[src/diag_serial_map.vh]
// constants for the transceiver management serial slave
`ifndef DIAG_SERIAL_MAP_VH
`define DIAG_SERIAL_MAP_VH
`define DEV_ADDR_ID        7'h50
`define DEV_ADDR_DIAG      7'h51
`define OFS_CTRL_STATUS    8'h6E
`define BIT_HW_TXOFF       7
`define BIT_SW_TXOFF       6
`define BIT_TX_FAULT       2
`define BIT_SIGNAL_LOST    1
`define RST_SW_TXOFF       1'b0
`define OFS_TEMP_MSB       8'h60
`define OFS_VCC_MSB        8'h62
`define OFS_BIAS_MSB       8'h64
`define OFS_TXPWR_MSB      8'h66
`define OFS_RXPWR_MSB      8'h68
`endif

[src/diag_serial.v]
// two-wire management slave serving identification and diagnostic spaces
`timescale 1ns/10ps
`default_nettype none
`include "diag_serial_map.vh"

// Summary of operation
// - drive receive_signal_lost pin high when optical input power is too low.
// - report receive_signal_lost as bit 1 of diagnostic byte 110.
// - serve identification bytes 0..255 at device address 0xA0.
// - serve diagnostic bytes 0..255 at device address 0xA2 when enabled.
// - identification reads follow the usual serial memory read protocol.
// - present calibrated voltage, temperature, tx power, bias, rx power readings.
// - host can turn transmitter off and read fault and loss status.
// - software off bit 6 ORed with hardware off pin disables transmitter.
// - report hardware transmitter-off pin state as bit 7 of byte 110.
// - report transmitter fault as bit 2 of byte 110 and on pin.
// - laser fault latches until off-input toggles; low supply fault does not latch.
module diag_serial #(
  parameter DIAG_PRESENT = 1
) (
  // clock and reset
  input  wire        mclk,
  input  wire        resetn,
  // two-wire serial pins
  input  wire        scl_in,
  input  wire        sda_in,
  output reg         sda_oe_n,
  // optical front end status and control
  input  wire        tx_off_pin,
  input  wire        laser_fault,
  input  wire        supply_low,
  input  wire        optical_power_low,
  output reg         tx_disable,
  output reg         tx_fault,
  output reg         receive_signal_lost,
  // calibrated monitor readings
  input  wire [15:0] temp_value,
  input  wire [15:0] vcc_value,
  input  wire [15:0] bias_value,
  input  wire [15:0] txpwr_value,
  input  wire [15:0] rxpwr_value,
  // identification memory write port
  input  wire        id_wr,
  input  wire [7:0]  id_wr_addr,
  input  wire [7:0]  id_wr_data
);

  localparam S_IDLE = 3'd0;
  localparam S_DEVA = 3'd1;
  localparam S_ACK  = 3'd2;
  localparam S_WADR = 3'd3;
  localparam S_WDAT = 3'd4;
  localparam S_READ = 3'd5;
  localparam S_RACK = 3'd6;

  reg [2:0] scl_s;
  reg [2:0] sda_s;
  reg [2:0] hw_s;
  reg [1:0] lf_s;
  reg [1:0] sl_s;
  reg [1:0] op_s;
  reg [2:0] state;
  reg [2:0] after_ack;
  reg [3:0] bit_cnt;
  reg [7:0] shreg;
  reg [7:0] ptr;
  reg       sel_diag;
  reg       sw_txoff;
  reg       fault_latch;
  reg [7:0] id_mem [0:255];
  reg [7:0] rd_byte;

  wire scl = scl_s[1];
  wire sda = sda_s[1];
  wire scl_rise = scl_s[1] & ~scl_s[2];
  wire scl_fall = ~scl_s[1] & scl_s[2];
  wire start_c = scl & scl_s[2] & ~sda & sda_s[2];
  wire stop_c  = scl & scl_s[2] & sda & ~sda_s[2];
  wire hw_off  = hw_s[1];

  // fetch a byte from the space addressed
  function [7:0] diag_byte;
    input [7:0] a;
    begin
      if (a == `OFS_CTRL_STATUS)
        diag_byte = {hw_off, sw_txoff, 3'h0, tx_fault, receive_signal_lost, 1'b0};
      else if (a == `OFS_TEMP_MSB)     diag_byte = temp_value[15:8];
      else if (a == `OFS_TEMP_MSB+1)   diag_byte = temp_value[7:0];
      else if (a == `OFS_VCC_MSB)      diag_byte = vcc_value[15:8];
      else if (a == `OFS_VCC_MSB+1)    diag_byte = vcc_value[7:0];
      else if (a == `OFS_BIAS_MSB)     diag_byte = bias_value[15:8];
      else if (a == `OFS_BIAS_MSB+1)   diag_byte = bias_value[7:0];
      else if (a == `OFS_TXPWR_MSB)    diag_byte = txpwr_value[15:8];
      else if (a == `OFS_TXPWR_MSB+1)  diag_byte = txpwr_value[7:0];
      else if (a == `OFS_RXPWR_MSB)    diag_byte = rxpwr_value[15:8];
      else if (a == `OFS_RXPWR_MSB+1)  diag_byte = rxpwr_value[7:0];
      else                             diag_byte = 8'h00;
    end
  endfunction

  always @* begin
    if (sel_diag)
      rd_byte = diag_byte(ptr);
    else
      rd_byte = id_mem[ptr];
  end

  always @(posedge mclk) begin
    scl_s <= {scl_s[1:0], scl_in};
    sda_s <= {sda_s[1:0], sda_in};
    hw_s  <= {hw_s[1:0], tx_off_pin};
    lf_s  <= {lf_s[0], laser_fault};
    sl_s  <= {sl_s[0], supply_low};
    op_s  <= {op_s[0], optical_power_low};
    if (id_wr)
      id_mem[id_wr_addr] <= id_wr_data;
  end

  // transmitter control and status; fault clear only on an off-pin edge
  always @(posedge mclk) begin
    if (!resetn) begin
      fault_latch         <= 1'b0;
      tx_disable          <= 1'b1;
      tx_fault            <= 1'b0;
      receive_signal_lost <= 1'b0;
    end else begin
      if (lf_s[1])
        fault_latch <= 1'b1;
      else if (hw_s[1] != hw_s[2])
        fault_latch <= 1'b0;
      tx_fault            <= fault_latch | lf_s[1] | sl_s[1];
      tx_disable          <= hw_off | sw_txoff | fault_latch | lf_s[1] | sl_s[1];
      receive_signal_lost <= op_s[1];
    end
  end

  // serial slave engine; open-drain data low while acking or sending a zero
  always @(posedge mclk) begin
    if (!resetn) begin
      state     <= S_IDLE;
      after_ack <= S_IDLE;
      bit_cnt   <= 4'h0;
      shreg     <= 8'h00;
      ptr       <= 8'h00;
      sel_diag  <= 1'b0;
      sw_txoff  <= `RST_SW_TXOFF;
      sda_oe_n  <= 1'b1;
    end else if (stop_c) begin
      state    <= S_IDLE;
      sda_oe_n <= 1'b1;
    end else if (start_c) begin
      state    <= S_DEVA;
      bit_cnt  <= 4'h0;
      sda_oe_n <= 1'b1;
    end else begin
      case (state)
        S_DEVA, S_WADR, S_WDAT: begin
          if (scl_rise) begin
            shreg   <= {shreg[6:0], sda};
            bit_cnt <= bit_cnt + 4'h1;
          end
          if (scl_fall && bit_cnt == 4'h8) begin
            bit_cnt <= 4'h0;
            state   <= S_ACK;
            if (state == S_DEVA) begin
              if (shreg[7:1] == `DEV_ADDR_ID ||
                  (DIAG_PRESENT != 0 && shreg[7:1] == `DEV_ADDR_DIAG)) begin
                sda_oe_n  <= 1'b0;
                sel_diag  <= (shreg[7:1] == `DEV_ADDR_DIAG);
                after_ack <= shreg[0] ? S_READ : S_WADR;
              end else begin
                state <= S_IDLE;
              end
            end else begin
              sda_oe_n  <= 1'b0;
              after_ack <= S_WDAT;
              if (state == S_WADR) begin
                ptr <= shreg;
              end else begin
                if (sel_diag && ptr == `OFS_CTRL_STATUS)
                  sw_txoff <= shreg[`BIT_SW_TXOFF];
                ptr <= ptr + 8'h01;
              end
            end
          end
        end
        S_ACK: begin
          if (scl_fall) begin
            state <= after_ack;
            if (after_ack == S_READ) begin
              shreg    <= {rd_byte[6:0], 1'b0};
              sda_oe_n <= rd_byte[7];
              bit_cnt  <= 4'h1;
              ptr      <= ptr + 8'h01;
            end else begin
              sda_oe_n <= 1'b1;
            end
          end
        end
        S_READ: begin
          if (scl_fall) begin
            if (bit_cnt == 4'h8) begin
              sda_oe_n <= 1'b1;
              state    <= S_RACK;
            end else begin
              sda_oe_n <= shreg[7];
              shreg    <= {shreg[6:0], 1'b0};
              bit_cnt  <= bit_cnt + 4'h1;
            end
          end
        end
        S_RACK: begin
          // master nack ends the read; ack continues sequentially
          if (scl_rise) begin
            if (sda) begin
              state <= S_IDLE;
            end else begin
              state     <= S_ACK;
              after_ack <= S_READ;
            end
          end
        end
        default: state <= S_IDLE;
      endcase
    end
  end

endmodule // diag_serial
`default_nettype wire

[config.mk]
export PLATFORM = sky130hd
export DESIGN_NAME = diag_serial
export DESIGN_NICKNAME = d
export VERILOG_FILES = /design/src/diag_serial.v
export VERILOG_INCLUDE_DIRS = /design/src /design/src/src
export SDC_FILE = /design/constraint.sdc
export NUM_CORES = 2
export LEC_CHECK = 0
export BUFFER_PORTS_ARGS = -buffer_cell sky130_fd_sc_hd__buf_2
export CAP_MARGIN = 30
export CELL_PAD_IN_SITES_DETAIL_PLACEMENT = 0
export CELL_PAD_IN_SITES_GLOBAL_PLACEMENT = 1
export CORE_MARGIN = 8
export CORE_UTILIZATION = 45
export DETAILED_ROUTE_END_ITERATION = 12
export GPL_ROUTABILITY_DRIVEN = 0
export PLACE_DENSITY = 0.68
export RECOVER_POWER = 50
export REMOVE_ABC_BUFFERS = 1
export SYNTH_ARGS = -nofsm -noshare
export SYNTH_HDL_FRONTEND = slang
export SYNTH_SLANG_ARGS = --single-unit
export TNS_END_PERCENT = 30
[constraint.sdc]
create_clock -name mclk -period 3.6 [get_ports mclk]
set_clock_uncertainty 0.1 [all_clocks]
set_input_delay 0.72 -clock mclk [delete_from_list [all_inputs] [get_ports mclk]]
set_output_delay 0.72 -clock mclk [all_outputs]
set_load 0.05 [all_outputs]
# Yosys cells after proc, flatten, opt, wreduce, memory -nomap -nowiden
# Memories as Yosys holds them, arrays and structs flattened. A register that Yosys moved wholly into a read port is not among the register bits.
# Cells that the tools add are included.
# word_totals
ramBits	2048
out_inout_bits	4
wordCells	168
n_memories	1
in_bits	105
register_bits	48
# classes
bitwise	22
eq_ne	41
n_reduce_logical	20
n_addsub	2
mux	63
# mem_list
name	words	word_bits	rd	rd_clocked_by_memory_dff	write_ports	line_no	rtl
id_mem	256	8	1	1	1	diag_serial.v:70	reg [7:0] id_mem [0:255];
# ops
op	n
8-bit 2-to-1 mux	24
8-bit by 7-bit == test with 1-bit output, second input constant	11
3-bit 2-to-1 mux	11
4-bit 2-to-1 mux	7
7-bit AND reduction	4
3-bit != test, second input constant	8
8-bit one-hot mux with 3 select lines	1
2-bit != test, second input constant	10
8-bit one-hot mux with 2 select lines	1
5-bit AND reduction	3
7-bit == test, second input constant	2
3-bit == test, second input constant	4
1-bit 2-to-1 mux	12
3-bit one-hot mux with 4 select lines	1
4-bit one-hot mux with 3 select lines	1
1-bit NOT	9
8-bit by 1-bit adder with 8-bit output, second input constant	1
8-bit AND reduction	1
1-bit bitwise AND	7
3-bit by 2-bit == test with 1-bit output, second input constant	2
2-bit 2-to-1 mux	3
1-bit bitwise OR	6
3-bit one-hot mux with 2 select lines	1
6-bit AND reduction	1
13 further kinds	17

# Longest topological paths before layout
# depth
ltp_word	16
depth_mapped	13
ltp_nobuf	9

# Worst setup path after synthesis
# OpenSTA, ideal clock, no wires.
# synth_timing
kind	register to register
startpoint	register with a tool-made name
endpoint	register shreg[3]
setup_time_ns	0.117
synth_period_minus_slack_ns	2.787
arrival_ns	2.570
required_ns	3.383
path_buffers	5
path_stages_with_launch	12
slack_ns	0.813
cell_sequence	dfxtp_1 buf_6 buf_12 buf_6 buf_6 buf_2 mux4_2 a22oi_1 a21oi_1 nor4_1 nand3b_1 a32o_1
# synth_lines
item	line_no	rtl
end signal: assignment	diag_serial.v:159	shreg <= {shreg[6:0], sda};
end signal: assignment	diag_serial.v:191	shreg <= {rd_byte[6:0], 1'b0};
end signal: assignment	diag_serial.v:207	shreg <= {shreg[6:0], 1'b0};
end: declaration	diag_serial.v:65	reg [7:0] shreg;

==> summary.md <==
| Metric | Value |
|---|---|
| DR iter-0 viols | 6321 |
| Clock buffer count from CTS | 208 |
| Starting Density | 45.07% |
| Synth Area in XOR/XNOR | 0.02105% |
| CP max-delay cell | or4_1 |
| Hpwl dp | 164600 um |
| Cell with the most instances after synthesis | edfxtp_1 |
| Failing checks | max-capacitance violations, max-slew violations |
| CTS tree | built |
| Worst EP required | 4290 ps |
| Final setup viols | 0 |
| Final Cycle Share | 99.32% |
| Slew @ Worst Pin | 3179 ps |
| Flop2flop setup slack | 20 ps |
| Synthesized area | 0.08322 mm^2 |
| Synth Area in Compound Gates | 4.432% |
| Largest net degree at the start of global routing | 106 |
| Layout cells sized above 1 | 29.97% |
| Drt total wl | 250700 um |
| # DRC | 0 |
| Finished Cell Area | 0.09757 mm^2 |
| Synth Area per Inst | 19.64 um^2 |
| Slew headroom | -111.9% |
| Die area | 0.1990 mm^2 |
| Critical Path AT | 4270 ps |
| DIE WIDTH | 446.0 um |
| Status | finished with violations |
| Routed Antenna Nets | 0 |
| Largest family of logic cells by synthesized area | multiplexers |
| Deepest clock path buffer count | 3 |
| Clock network power share | 43.9% |
| Synth unique cells | 80 |
| First-pass GRT wire length | 351000 um |
| Number of max-cap violations | 14 |
| Top cells by area, synth | edfxtp_1 74%, mux4_2 12%, mux2i_1 1.6% |
| Core region area | 0.1846 mm^2 |
| Die height | 446.0 um |
| Post-Synth Simple-Gate Area | 3.814% |
| Post-synth top flop | edfxtp_1 |
| Worst slack at placement | -333.3 ps |
| Via-per-instance ratio | 6.120 |
| Most frequent cells after synthesis | 2048 x edfxtp_1, 451 x mux4_2, 335 x nor2_1 |
| Yosys warns | 0 |
| Register area share after synthesis | 75.25% |
| Pwr Total | 49490 uW |
| Reg power frac | 54.5% |
| Family with the most delay on the worst path | buffers and inverters |
| Synthesized flop and latch total | 2104 |
| Worst-Skew Late Latency | 880 ps |
| CP Class | reg -> reg |
| Routed length per instance | 33.02 um |
| Fin. Hold Viols | 0 |
| Largest area contributor in the netlist | edfxtp_1 |
| Switching pwr | 10090 uW |
| Row cnt | 158 |
| CP Buf/Inv Count | 4 |
| I/O Pins | 109 |
| Slowest stage delay, CP | 730 ps |
| Max Slew Vio Count | 933 |
| Vias in the first global route | 45990 |
| Switching share of power | 20.40% |
| RSZ-0062 raised after global routing | false |
| DP Area | 0.09083 mm^2 |
| Crit Path Max Fanout | 26 |
| Yosys top cell area share | 73.90% |
| Synthesized instance count | 4238 |
| FFs w/ async S/R, synth | 0% |
| Pleak | 0.03072 uW |
| GR Util All Layers | 24.71% |
| Mux contribution to synthesized area | 14.34% |
| PortBufs | 108 |
| Post-synth EDFFs | 2048 |
| Internal Power | 39390 uW |
| Nature of the critical path startpoint | flop |
| FMAX | 279.7 MHz |
| Worst vdd ir | 0.5026 mV |
| H-tree depth | 4 |
| Crit end category | flop |
| Number of fill cells | 14590 |
| Clock Pin Slew Worst Setup and Hold Paths | 60 ps |
| Combinational Power Share | 1.6% |
| DR pass1 iterations | 8 |
| CP most frequent cell | buf_12 |
| Detailed-route via count | 46470 |
| Initial antenna violation count | 17 |
| Hold WC Path Type | in -> reg |
| Cells along the critical path | buf_12 > buf_12 > buf_4 > mux4_2 > mux2i_1 > o21ai_0 > buf_2 > o21ai_1 > or4_1 > a31oi_1 |
| Congestion Overflow GR | 0 |
| Final worst slack | 24.41 ps |
| Synth Area in Adders | 0.09021% |
| Clock tree root driver cell | clkbuf_16 |
| PD cells | 507.2 mW/mm^2 |
| Tmin final | 3576 ps |
| Nets | 5030 |
| Clk sinks | 2104 |
| Area grow syn2layout | 17.24% |
==> worst reg2reg max path, stage by stage, from the launching register on <==
cell and delay [ps]:
dfxtp_4 680, buf_12 270, buf_12 230, buf_4 270, mux4_2 210, mux2i_1 70, o21ai_0 220, buf_2 270
o21ai_1 250, or4_1 730, a31oi_1 200
==> sequential cells by signal (all words and copies together) (netlist names), 2 cells and up, named ones only <==
register,cells
id_mem,2048
sl_s,2
scl_s,3
lf_s,2
shreg,8
bit_cnt,4
state,3
after_ack,3
sda_s,3
hw_s,3
op_s,2
ptr,8
==> what timing repair did <==
item,CTS,global route
pin swaps,1,1
endpoints found under the setup margin,3,4
hold buffers,6,0
resized for setup,7,3
endpoints found under the hold margin,6,0
buffers inserted,0,4
==> cell usage in the layout, fill, tap and decap left out, drive strengths merged, types with 30 or more instances in the layout <==
cell type,count
clkbuf,287
o21ai,68
nor3,30
mux2i,130
nand3,52
mux4,464
o22ai,35
nand2,139
a221oi,58
clkinv,107
a21oi,104
a22oi,95
nor2,335
dfxtp,56
edfxtp,2048
buf,696
==> worst paths after layout <==
| check | from | endpoint | depth (start not counted) |
|---|---|---|---|
| max | flop | shreg[5] | 10 |
| min | resetn | tx_disable | 2 |
| max reg2reg | flop | shreg[5] | 10 |
| min reg2reg | hw_s[0] | hw_s[1] | 0 |
==> per-layer routing <==
metal,track usage [%],part of all wire (%),vias to the layer above
met2,38.93,47,2601
li1,-,-,18960
met5,0,0,-
met1,34.10,39,24430
met4,8.688,4.0,0
met3,5.696,10,478
==> cell type report <==
cell class / count / area [um^2] / share of cell area [%]
multi-input cells: 1848 / 18980 / 19.45
well taps: 2480 / 3103 / 3.180
inverters: 22 / 85.08 / 0.08720
repair buffers: 735 / 5908 / 6.056
clock inverters: 137 / 1428 / 1.463
flip-flops and latches: 2104 / 62640 / 64.20
clock buffers: 255 / 5401 / 5.536
diodes: 11 / 27.53 / 0.02821
==> power by group through the flow <==
stage                     Combinational [uW]  Clock (uW)  Sequential (uW)
after floorplan                          116           0            27500
after global placement                   778           0            27500
after detailed placement                 805           0            27500
after CTS                                810       22000            26900
after global routing                     821       22900            27000
final                                    780       21700            27000
==> stage by stage <==
stage               std cells  TNS, ps  hold WS, ps  util (%)
floorplan                3974  -166620        209.6         -
global placement         7176    -1147        215.6     49.19
detailed placement       7178   -397.7        214.3     49.20
CTS                      7576        0        97.74     52.94
global route             7583        0        140.6     52.83
finish                   7592        0        167.5     52.84
==> kinds of logic (layout without fill, tap and decap cells) <==
family | count (synthesis) | count (layout)
xor+xnor | 2 | 2
buf+inv | 286 | 1149
flops | 2104 | 2104
other cells | 0 | 11
simple gates | 704 | 704
compound gates | 530 | 530
mux | 606 | 606
fa+ha+maj | 6 | 6
Note: power is estimated with default switching activity, not from simulation.
